===== src/verilog/hdlcr_pkg.sv =====
// package of constants and types for the hdlc packet receiver
package hdlcr_pkg;
  localparam int DATA_W = 8; // data byte width
  localparam int TAG_W = 2; // status tag width
  localparam int FIFO_DEPTH = 16; // receive fifo depth
  localparam int FIFO_AW = 4; // fifo address width
  localparam logic [15:0] CRC_INIT = 16'hFFFF; // crc preset value
  localparam logic [15:0] CRC_GOOD = 16'hF0B8; // residue of a good frame
  localparam logic [15:0] CRC_POLY = 16'h8408; // reflected crc-16 polynomial
  localparam logic [7:0] FLAG_PAT = 8'h7E; // flag pattern
  localparam logic [8:0] GOAHEAD_PAT = 9'h0FE; // go-ahead pattern, newest bit at lsb
  localparam logic [4:0] IDLE_ONES = 5'h0F; // ones for idle channel
  localparam logic [2:0] ABORT_ONES = 3'h7; // ones for abort
  localparam logic [15:0] MIN_KEEP_BITS = 16'h0019; // least bits kept between flags
  localparam logic [15:0] FULL_BITS = 16'h0020; // bits for a full minimum frame
  localparam logic [15:0] ABORT_MIN_BITS = 16'h001A; // least bits for an abort
  localparam logic [1:0] TAG_BODY = 2'h0; // packet byte
  localparam logic [1:0] TAG_FIRST = 2'h1; // first byte
  localparam logic [1:0] TAG_GOOD = 2'h2; // last byte of good packet
  localparam logic [1:0] TAG_BAD = 2'h3; // last byte of bad packet
  localparam logic [7:0] ALL_CALL = 8'hFF; // all-call address byte

  // one fifo entry: byte plus tag
  typedef struct packed {
    logic [1:0] tag;
    logic [7:0] data;
  } hdlcr_entry_t;

  // receiver states
  typedef enum logic [1:0] {ST_OFF, ST_HUNT, ST_FRAME, ST_DROP} hdlcr_state_t;
endpackage

===== src/verilog/hdlc_packet_receiver.sv =====
// hdlc receive path: flag hunt, zero deletion, crc check, address filter, tagged fifo
// What this block does
// - scan for go-ahead, flag and idle ones
// - flag aligns bytes and restarts crc
// - under 25 bits: frame discarded entirely
// - 25 to 31 bits: first byte, bad end
// - residue F0B8 at closing flag means good
// - address filter only when enabled, per-byte enables
// - extension bit 0: two bytes, six bits compared
// - all-call second byte skips first byte check
// - extension 1: one byte, all-call or match
// - seven-bit option widens single byte compare
// - tags 11 bad, 01 first, 10 good, 00
// - status reflects byte at fifo output
// - end-written flag on last stored end byte
// - end-read flag when output byte ends packet
// - last sixteen bits withheld as check sequence
// - overflow drops rest of packet until flag
// - no end tag after overflow truncation
// - enable at once, disable after packet stored
// - enabled mid-frame waits for a flag
// - fifo and status readable while disabled
// - received crc captured inverted, msb first
// - seven ones abort frame of 26+ bits
// - fifo entry is byte plus tag
`timescale 1ns/1ps
module hdlc_packet_receiver (
  input wire logic core_clk,
  input wire logic rst_n,
  input wire logic soft_link_reset,
  input wire logic receive_enable,
  input wire logic addr_match_enable,
  input wire logic seven_bit_compare,
  input wire logic [7:0] addr_cmp_first,
  input wire logic [7:0] addr_cmp_second,
  input wire logic rx_bit,
  input wire logic rx_bit_valid,
  input wire logic fifo_read,
  output logic [7:0] fifo_data,
  output logic first_byte_tag,
  output logic last_byte_tag,
  output logic fifo_not_empty,
  output logic end_written_irq,
  output logic end_read_irq,
  output logic [15:0] rx_crc,
  output logic frame_active,
  output logic idle_channel,
  output logic go_ahead_seen,
  output logic fifo_stall
);
  // all receiver state
  typedef struct packed {
    hdlcr_pkg::hdlcr_state_t st;
    logic [8:0] shf;          // raw bit history, newest at lsb
    logic [4:0] ones;         // consecutive ones count
    logic [2:0] dropOnes;     // ones before a possible zero deletion
    logic [23:0] dly;         // kept bits, newest at lsb
    logic [7:0] pend;         // newest byte out of the delay line, not yet stored
    logic [15:0] crc;         // running crc
    logic [15:0] bits;        // kept bit count in frame
    logic [2:0] bitCnt;       // bit position in byte
    logic stored;             // a byte of this frame is in the fifo
    logic firstDone;          // first byte already emitted
    logic addrOk;             // address decision
    logic [7:0] firstByte;    // held first byte for address check
    logic holdFirst;          // first byte waiting for address check
    logic ovf;                // overflow truncation active
    logic [1:0] pendTag;      // tag field, never assigned, stays zero
    logic endWr;
    logic endRd;
    logic [15:0] rxCrc;
    logic idle;
    logic ga;
    logic [7:0] outData;
    logic [1:0] outTag;
    logic outVld;
    logic stall;
  } hdlcr_core_t;
  hdlcr_core_t s_reg, s_next;

  // fifo write side
  hdlcr_pkg::hdlcr_entry_t wrEntry;
  logic wrValid, wrReady;
  // fifo read side
  hdlcr_pkg::hdlcr_entry_t rdEntry;
  logic rdValid;
  logic [9:0] rdRaw;

  // next-state temporaries
  logic [8:0] nShf;
  logic keep;
  logic [7:0] byteOut;
  logic [15:0] bcount;
  logic flagHit;
  logic goodCrc;

  // crc step over one bit, lsb first
  function automatic logic [15:0] crcStep(input logic [15:0] cr, input logic b);
    logic fb;
    fb = cr[0] ^ b;
    crcStep = {1'b0, cr[15:1]} ^ (fb ? hdlcr_pkg::CRC_POLY : 16'h0000);
  endfunction

  // address filter on the first one or two bytes
  function automatic logic addrPass(input logic [7:0] a1, input logic [7:0] a2, input logic two,
                                    input logic en, input logic sev, input logic [7:0] m1,
                                    input logic [7:0] m2);
    logic ok1, ok2;
    ok1 = 1'b1;
    ok2 = 1'b1;
    if (!en) begin
      addrPass = 1'b1;
    end else if (two) begin
      // two byte address: six bits of first byte
      if (m1[0]) ok1 = (a1[7:2] == m1[7:2]);
      if (m2[0]) ok2 = (a2 == m2);
      // all-call second byte skips the first
      addrPass = (a2 == hdlcr_pkg::ALL_CALL) ? 1'b1 : (ok1 & ok2);
    end else begin
      // one byte address
      if (m1[0]) ok1 = sev ? (a1[7:1] == m1[7:1]) : (a1[7:2] == m1[7:2]);
      addrPass = (a1 == hdlcr_pkg::ALL_CALL) | ok1;
    end
  endfunction

  // fifo of tagged bytes
  hdlcr_fifo #(
    .WIDTH(hdlcr_pkg::DATA_W + hdlcr_pkg::TAG_W),
    .DEPTH(hdlcr_pkg::FIFO_DEPTH),
    .AW(hdlcr_pkg::FIFO_AW)
  ) u_fifo (
    .core_clk(core_clk),
    .rst_n(rst_n),
    .clr(soft_link_reset),
    .inData(wrEntry),
    .inValid(wrValid),
    .inReady(wrReady),
    .outData(rdRaw),
    .outValid(rdValid),
    .outReady(fifo_read)
  );
  assign rdEntry = rdRaw;

  // main receive logic
  always_comb begin
    s_next = s_reg;
    wrEntry = '0;
    wrValid = 1'b0;
    nShf = {s_reg.shf[7:0], rx_bit};
    keep = 1'b0;
    byteOut = 8'h00;
    bcount = s_reg.bits;
    flagHit = 1'b0;
    goodCrc = 1'b0;
    if (rx_bit_valid && s_reg.st != hdlcr_pkg::ST_OFF) begin
      s_next.shf = nShf;
      s_next.ones = rx_bit ? ((s_reg.ones == 5'h1F) ? s_reg.ones : s_reg.ones + 5'h01) : 5'h00;
      // idle channel after fifteen ones
      s_next.idle = rx_bit && (s_reg.ones >= (hdlcr_pkg::IDLE_ONES - 5'h01));
      s_next.ga = (nShf == hdlcr_pkg::GOAHEAD_PAT) && (s_reg.st != hdlcr_pkg::ST_FRAME);
      flagHit = (nShf[7:0] == hdlcr_pkg::FLAG_PAT);
      if (s_reg.st == hdlcr_pkg::ST_FRAME) begin
        // zero deletion after five ones
        if (!rx_bit && s_reg.dropOnes == 3'h5) begin
          s_next.dropOnes = 3'h0;
        end else begin
          keep = 1'b1;
          s_next.dropOnes = rx_bit ? ((s_reg.dropOnes == 3'h7) ? 3'h7 : s_reg.dropOnes + 3'h1) : 3'h0;
        end
      end
      if (flagHit) begin
        // closing flag: the last seven kept bits are flag bits, not data
        if (s_reg.st == hdlcr_pkg::ST_FRAME) begin
          bcount = s_reg.bits - 16'h0007;
          goodCrc = (s_reg.crc == hdlcr_pkg::CRC_GOOD);
          // capture check sequence inverted, msb first
          // first check bit sent lands at the msb
          s_next.rxCrc = ~s_reg.dly[22:7];
          if (!s_reg.ovf && bcount >= hdlcr_pkg::MIN_KEEP_BITS) begin
            if (bcount < hdlcr_pkg::FULL_BITS) begin
              // short frame: first byte then bad end
              wrValid = s_reg.addrOk;
              wrEntry.data = s_reg.firstByte;
              wrEntry.tag = s_reg.firstDone ? hdlcr_pkg::TAG_BAD : hdlcr_pkg::TAG_FIRST;
            end else if (s_reg.addrOk && !s_reg.holdFirst) begin
              // final byte ends ahead of the check sequence
              wrValid = 1'b1;
              wrEntry.data = s_reg.pend;
              wrEntry.tag = goodCrc ? hdlcr_pkg::TAG_GOOD : hdlcr_pkg::TAG_BAD;
            end
          end
          // frames under 25 bits write nothing
        end
        // realign and preset crc
        s_next.st = receive_enable || (s_reg.st == hdlcr_pkg::ST_FRAME && s_reg.stored) ?
                    hdlcr_pkg::ST_FRAME : hdlcr_pkg::ST_OFF;
        if (!receive_enable) s_next.st = hdlcr_pkg::ST_OFF;
        s_next.crc = hdlcr_pkg::CRC_INIT;
        s_next.bits = 16'h0000;
        s_next.bitCnt = 3'h0;
        s_next.stored = 1'b0;
        s_next.firstDone = 1'b0;
        s_next.holdFirst = 1'b0;
        s_next.addrOk = 1'b1;
        s_next.ovf = 1'b0;
        s_next.dropOnes = 3'h0;
      end else if (s_reg.st == hdlcr_pkg::ST_FRAME && s_reg.ones >= 5'h06 && rx_bit) begin
        // seven ones: abort; short ones just drop
        if (s_reg.bits >= hdlcr_pkg::ABORT_MIN_BITS && s_reg.stored && !s_reg.ovf) begin
          wrValid = 1'b1;
          wrEntry.data = s_reg.pend;
          wrEntry.tag = hdlcr_pkg::TAG_BAD;
        end
        s_next.st = hdlcr_pkg::ST_HUNT;
      end else if (keep) begin
        s_next.dly = {s_reg.dly[22:0], rx_bit};
        // crc trails by seven kept bits so closing-flag bits never enter it
        if (s_reg.bits >= 16'h0007) s_next.crc = crcStep(s_reg.crc, s_reg.dly[6]);
        s_next.bits = s_reg.bits + 16'h0001;
        s_next.bitCnt = s_reg.bitCnt + 3'h1;
        // a byte leaves the delay line once sixteen bits lag behind
        if (s_reg.bitCnt == 3'h7 && s_reg.bits >= 16'h0017) begin
          // oldest bit on the line is bit 0 of the byte
          byteOut = {<<{s_reg.dly[22:15]}};
          if (!s_reg.firstDone) begin
            s_next.firstByte = byteOut;
            s_next.firstDone = 1'b1;
            s_next.holdFirst = 1'b1;
          end else if (s_reg.holdFirst) begin
            s_next.addrOk = addrPass(s_reg.firstByte, byteOut, ~s_reg.firstByte[0], addr_match_enable,
                                     seven_bit_compare, addr_cmp_first, addr_cmp_second);
            wrValid = s_next.addrOk && !s_reg.ovf;
            wrEntry.data = s_reg.firstByte;
            wrEntry.tag = hdlcr_pkg::TAG_FIRST;
            s_next.holdFirst = 1'b0;
            s_next.pend = byteOut;
          end else if (s_reg.addrOk && !s_reg.ovf) begin
            wrValid = 1'b1;
            wrEntry.data = s_reg.pend;
            wrEntry.tag = hdlcr_pkg::TAG_BODY;
            s_next.pend = byteOut;
          end else begin
            s_next.pend = byteOut;
          end
        end
      end
      // disable waits only while part of a packet is stored
      if (!receive_enable && !s_reg.stored && !flagHit) s_next.st = hdlcr_pkg::ST_OFF;
    end else if (s_reg.st == hdlcr_pkg::ST_OFF && receive_enable) begin
      // enabling starts a hunt for a flag
      s_next.st = hdlcr_pkg::ST_HUNT;
      s_next.shf = 9'h1FF;
    end else if (!receive_enable && !s_reg.stored) begin
      s_next.st = hdlcr_pkg::ST_OFF;
    end
    // overflow: drop rest, no end tag, top byte kept
    if (wrValid && !wrReady) begin
      s_next.ovf = 1'b1;
      wrValid = 1'b0;
    end
    if (wrValid) begin
      s_next.stored = (wrEntry.tag == hdlcr_pkg::TAG_FIRST) || (wrEntry.tag == hdlcr_pkg::TAG_BODY);
      // end-written flag tracks newest stored byte
      s_next.endWr = wrEntry.tag[1];
    end
    if (s_next.ovf) s_next.stored = 1'b0;
    // status of the byte at fifo output, kept while disabled
    s_next.outVld = rdValid;
    s_next.outData = rdEntry.data;
    s_next.outTag = rdValid ? rdEntry.tag : 2'h0;
    s_next.endRd = rdValid & rdEntry.tag[1];
    s_next.stall = ~wrReady;
    if (soft_link_reset) s_next = '0;
  end

  // state register
  always_ff @(posedge core_clk or negedge rst_n) begin
    if (!rst_n) s_reg <= '0;
    else s_reg <= s_next;
  end

  // outputs straight from state
  assign fifo_data = s_reg.outData;
  assign first_byte_tag = s_reg.outTag[0];
  assign last_byte_tag = s_reg.outTag[1];
  assign fifo_not_empty = s_reg.outVld;
  assign end_written_irq = s_reg.endWr;
  assign end_read_irq = s_reg.endRd;
  assign rx_crc = s_reg.rxCrc;
  assign frame_active = (s_reg.st == hdlcr_pkg::ST_FRAME);
  assign idle_channel = s_reg.idle;
  assign go_ahead_seen = s_reg.ga;
  assign fifo_stall = s_reg.stall;

  // idle rises only right after a one was received
  AST_IDLE_ONES: assert property (@(posedge core_clk) disable iff (!rst_n)
    $rose(idle_channel) |-> $past(rx_bit)) else $error("idle without ones");
  // end-read status only with a byte present
  AST_END_READ: assert property (@(posedge core_clk) disable iff (!rst_n)
    end_read_irq |-> fifo_not_empty && last_byte_tag) else $error("end read without end byte");
  // end tag written only inside a frame
  AST_TAG_CODE: assert property (@(posedge core_clk) disable iff (!rst_n)
    wrValid && wrEntry.tag[1] |-> s_reg.st == hdlcr_pkg::ST_FRAME) else $error("end tag outside frame");
  // no write into a full fifo
  AST_NO_OVERWRITE: assert property (@(posedge core_clk) disable iff (!rst_n)
    wrValid |-> wrReady) else $error("write into full fifo");
  // disabled receiver stores nothing
  AST_OFF_QUIET: assert property (@(posedge core_clk) disable iff (!rst_n)
    s_reg.st == hdlcr_pkg::ST_OFF |-> !wrValid) else $error("write while off");
  // flag resets the bit count
  AST_FLAG_ALIGN: assert property (@(posedge core_clk) disable iff (!rst_n || soft_link_reset)
    rx_bit_valid && flagHit && s_reg.st != hdlcr_pkg::ST_OFF |=> s_reg.bits == 16'h0000) else $error("no align");
  // overflow lasts until a flag
  AST_OVF_HOLD: assert property (@(posedge core_clk) disable iff (!rst_n || soft_link_reset)
    s_reg.ovf && !(rx_bit_valid && flagHit) |=> s_reg.ovf) else $error("overflow cleared early");
  // end-written follows the end tag written
  AST_END_WRITTEN: assert property (@(posedge core_clk) disable iff (!rst_n || soft_link_reset)
    wrValid && wrEntry.tag[1] |=> end_written_irq) else $error("end written missing");
endmodule


===== src/verilog/hdlcr_fifo.sv =====
// small valid/ready fifo used in the receive data path
`timescale 1ns/1ps
module hdlcr_fifo #(
  parameter int WIDTH = 10,
  parameter int DEPTH = 16,
  parameter int AW = 4
) (
  input wire logic core_clk,
  input wire logic rst_n,
  input wire logic clr,
  input wire logic [WIDTH-1:0] inData,
  input wire logic inValid,
  output logic inReady,
  output logic [WIDTH-1:0] outData,
  output logic outValid,
  input wire logic outReady
);
  // storage array
  logic [WIDTH-1:0] mem [DEPTH];
  // pointers carry one extra wrap bit
  typedef struct packed {
    logic [AW:0] wp;
    logic [AW:0] rp;
  } hdlcr_fptr_t;
  hdlcr_fptr_t st_reg, st_next;
  logic full, empty, doWr, doRd;

  // full when wrap bits differ and indices match
  assign full = (st_reg.wp[AW] != st_reg.rp[AW]) && (st_reg.wp[AW-1:0] == st_reg.rp[AW-1:0]);
  assign empty = st_reg.wp == st_reg.rp;
  assign inReady = ~full;
  assign outValid = ~empty;
  assign outData = mem[st_reg.rp[AW-1:0]];
  assign doWr = inValid & ~full;
  assign doRd = outReady & ~empty;

  // pointer update
  always_comb begin
    st_next = st_reg;
    if (clr) begin
      st_next.wp = '0;
      st_next.rp = '0;
    end else begin
      if (doWr) st_next.wp = st_reg.wp + 1'b1;
      if (doRd) st_next.rp = st_reg.rp + 1'b1;
    end
  end

  // state register
  always_ff @(posedge core_clk or negedge rst_n) begin
    if (!rst_n) st_reg <= '0;
    else st_reg <= st_next;
  end

  // data write; the byte at the output is never overwritten since full blocks writes
  always_ff @(posedge core_clk) begin
    if (doWr && !clr) mem[st_reg.wp[AW-1:0]] <= inData;
  end
endmodule


===== config.mk =====
export PLATFORM = sky130hd
export DESIGN_NAME = hdlc_packet_receiver
export DESIGN_NICKNAME = d
export VERILOG_FILES = /design/src/verilog/hdlcr_pkg.sv /design/src/verilog/hdlc_packet_receiver.sv /design/src/verilog/hdlcr_fifo.sv
export SDC_FILE = /design/constraint.sdc
export NUM_CORES = 1
export LEC_CHECK = 0
export ABC_AREA = 1
export BUFFER_PORTS_ARGS = -buffer_cell sky130_fd_sc_hd__buf_4
export CORE_MARGIN = 1
export CORE_UTILIZATION = 55
export CTS_CLUSTER_SIZE = 24
export DETAILED_ROUTE_END_ITERATION = 12
export PLACE_DENSITY_LB_ADDON = 0.3
export SETUP_SLACK_MARGIN = 0.4
export SLEW_MARGIN = 15
export SYNTH_ARGS = -nofsm -noshare
export SYNTH_HDL_FRONTEND = slang
export SYNTH_HIERARCHICAL = 1
export SYNTH_SLANG_ARGS = --single-unit

===== constraint.sdc =====
create_clock -name core_clk -period 9.6 [get_ports core_clk]
set_clock_uncertainty 0.15 [all_clocks]
set_input_delay 1.92 -clock core_clk [delete_from_list [all_inputs] [get_ports core_clk]]
set_output_delay 1.92 -clock core_clk [all_outputs]
set_load 0.01 [all_outputs]

==> impl_metrics.py <==
metrics = {
    "logic_synthesis": {
        "synth.most_common_cell": "nand2_1",
        "syn_nets": 1536,
        "ys_seq_area_frac": 0.586,
        "synthesis.area_mm2": 0.0141,
        "synth_top_family_by_area": "simple AND/OR/NAND/NOR gates",
        "muxShareOfSynthArea": 0,
        "synthCells": 1496,
        "synth_top_area_frac": 0.341,
        "synth_compound_area_frac": 0.127,
        "yosysTopAreaCell": "edfxtp_1",
        "ys.flop_type": "edfxtp_1",
        "synth_edf_count": 160,
        "synthAdderAreaFrac": 0.0133,
        "synthTopCellsByCount": "240 x nand2_1, 219 x nor2_1, 169 x o21ai_0, 164 x inv_1, 160 x edfxtp_1",
        "synthArstFlopShare": 0.463,
        "synth_xor_area_frac": 0.00745,
        "synth-seq-cells": 298,
        "ys.warnings.count": 6,
        "synth.avg_cell_area_um2": 9.43,
        "synth_area_leaders": "edfxtp_1 34%, dfrtp_1 24%, nand2_1 6.4%",
        "synth_simple_gate_area_frac": 0.188,
        "synthDistinctLibCells": 51,
    },
    "routing": {
        "drt_iter0_drc": 1087,
        "wl_per_cell_um": 18.0,
        "dr.pass1.iters": 6,
        "route.detailed.drc": 0,
        "vias": 10770,
        "drtAntennaViolNets": 0,
        "viasPerCell": 5.74,
        "routed_wl_um": 33800,
    },
    "floorplan": {
        "die-height_um": 162,
        "rows": 58,
        "die_w_um": 162,
        "die_area_mm2": 0.0263,
        "start_util": 0.560,
        "ios": 58,
        "core_region_area_mm2": 0.0252,
    },
    "clock_tree": {
        "tritoncts": "yes",
        "cts_buffers": 30,
        "cts_num_sinks": 298,
        "cts_root_buf": "clkbuf_16",
        "cts_buffer_depth": 3,
        "cts_hold_buf": 0,
        "h-tree-depth": 1,
        "clkTransAtPathRegs_ns": 0.06,
        "insertion_delay_ns": 0.56,
        "cts_resized": 0,
        "cts_setup_buffers": 0,
    },
    "pwr": {
        "leakage_nw": 6.64,
        "vdd_drop_max_mv": 0.119,
        "power_mw": 2.57,
        "cellPowerDensity_mw_per_mm2": 164,
    },
    "worst_setup_path": {
        "critical_path.top_delay_family": "simple AND/OR/NAND/NOR gates",
        "cpPeakStageDelay_ns": 1.08,
        "crit_path_end_kind": "flop",
        "cp-start-kind": "input pin",
        "slowest_stage": "o221ai_1",
        "cp_data_required_time_ns": 9.65,
        "crit_type": "in -> reg",
        "cp_cell_sequence": "buf_4, nor4_1, inv_1, nor2_2, inv_1, nor2_2, nand3_1, o221ai_1",
        "cp.arrival_ns": 4.91,
        "crit_buf_inv": 3,
        "crit_fanout": 17,
    },
    "flow_run": {
        "max-cap-violations": 0,
    },
    "place": {
        "gp_congestion": 0.905,
        "dp_worst_setup_slack_ns": 4.27,
        "dpl.hpwl_um": 21200,
        "post-place-cells": 1821,
        "postPlaceCellArea_mm2": 0.0147,
        "io_buffers": 57,
    },
    "cells_and_area": {
        "fin_cells": 1876,
        "syn_to_final_growth_pct": 11.2,
        "seqCellArea_mm2": 0.00826,
        "utilization": 0.623,
        "largest_reg_flops": 160,
        "fin_nets": 1563,
        "stdcell_area_mm2": 0.0157,
        "fillers": 2016,
        "multi_input_area_mm2": 0.00476,
        "diodes": 0,
        "drive_above_1_share": 0.110,
    },
    "sta": {
        "relSlewSlack": 0.220,
        "hold_slack_ns": 0.311,
        "fin_tns_setup_ns": 0,
        "drv_slew": 0,
        "fin_ws_ns": 4.73,
        "finalSetupViolations": 0,
        "finalCritPeriodShare": 0.507,
        "tightest_slew_ns": 1.17,
        "finalCriticalPeriod_ns": 4.87,
        "rsz0062_at_grt": "false",
        "finalHoldViolCount": 0,
        "fmax_mhz": 206,
    },
    "grt": {
        "grt_pass1_wl_um": 54200,
        "gr-usage-all-layers": 0.263,
        "grt_pass1_vias": 10341,
        "antenna_found_initial": 0,
        "grt_remaining_overflow": 0,
        "grt_max_degree": 84,
    },
    "outcome": {
        "status": "complete, no violations",
    },
    "hold_path": {
        "hold_path.class": "reg -> reg",
    },
}
-- cell families (layout without fill, tap and decap cells) --
family / count (synthesis) / count (layout)
buffers and inverters: 259 / 309
flip-flops: 298 / 298
XOR/XNOR: 12 / 12
adder cells (fa/ha/maj): 15 / 15
AND/OR/NAND/NOR: 608 / 608
AO/OA/AOI/OAI: 304 / 304
-- cell type report --
type / count / area share
tap: 330 / 0.0263
multi-input combinational: 939 / 0.304
sequential: 298 / 0.527
clock inverter: 15 / 0.0101
clock buffer: 40 / 0.0528
timing repair buffer: 78 / 0.0376
inverter: 176 / 0.0423
-- worst paths after layout --
path | start | endpoint | slack (ns) | depth (start not counted)
min reg2reg | s_reg[102] | rx_crc[5] | 0.31 | 1
max reg2reg | s_reg[50] | u_fifo/mem[0][4] | 5.41 | 18
min in group asynchronous | rst_n | first_byte_tag | 1.24 | 1
max | rx_bit | u_fifo/mem[3][4] | 4.73 | 8
max in group asynchronous | rst_n | rx_crc[10] | 6.80 | 2
min | s_reg[102] | rx_crc[5] | 0.31 | 1
-- power by group --
| part | total [mW] | switching (mW) | internal, mW |
|---|---|---|---|
| logic | 0.0597 | 0.0439 | 0.0158 |
| registers | 1.35 | 0.00302 | 1.34 |
| clock network | 1.17 | 0.484 | 0.684 |
-- per-layer routing --
metal | up-vias | track usage | share of wire
li1 | 5095 | - | -
met5 | - | 0 | 0
met4 | 0 | 0.0901 | 0.029
met1 | 5248 | 0.346 | 0.41
met3 | 69 | 0.0314 | 0.061
met2 | 358 | 0.451 | 0.50
-- layout by cell type (no fill, tap or decap), drive strengths merged, types with 2 or more instances in the layout --
| cell type | synthesis | routed |
|---|---|---|
| o22ai | 28 | 28 |
| o211ai | 48 | 48 |
| nor2 | 233 | 233 |
| nor3 | 9 | 9 |
| xnor2 | 4 | 4 |
| nand3 | 89 | 89 |
| o32ai | 2 | 2 |
| o221ai | 15 | 15 |
| a31oi | 2 | 2 |
| inv | 174 | 174 |
| clkbuf | 35 | 40 |
| xor2 | 8 | 8 |
| a21oi | 25 | 25 |
| and2 | 2 | 2 |
| dfrtp | 138 | 138 |
| edfxtp | 160 | 160 |
| ha | 15 | 15 |
| bufinv | 0 | 3 |
| nand2 | 241 | 241 |
| o21ai | 176 | 176 |
| nor4 | 7 | 7 |
| nand4 | 24 | 24 |
| clkinv | 2 | 13 |
| buf | 48 | 78 |
No activity file was read; power rests on OpenSTA's default activity.
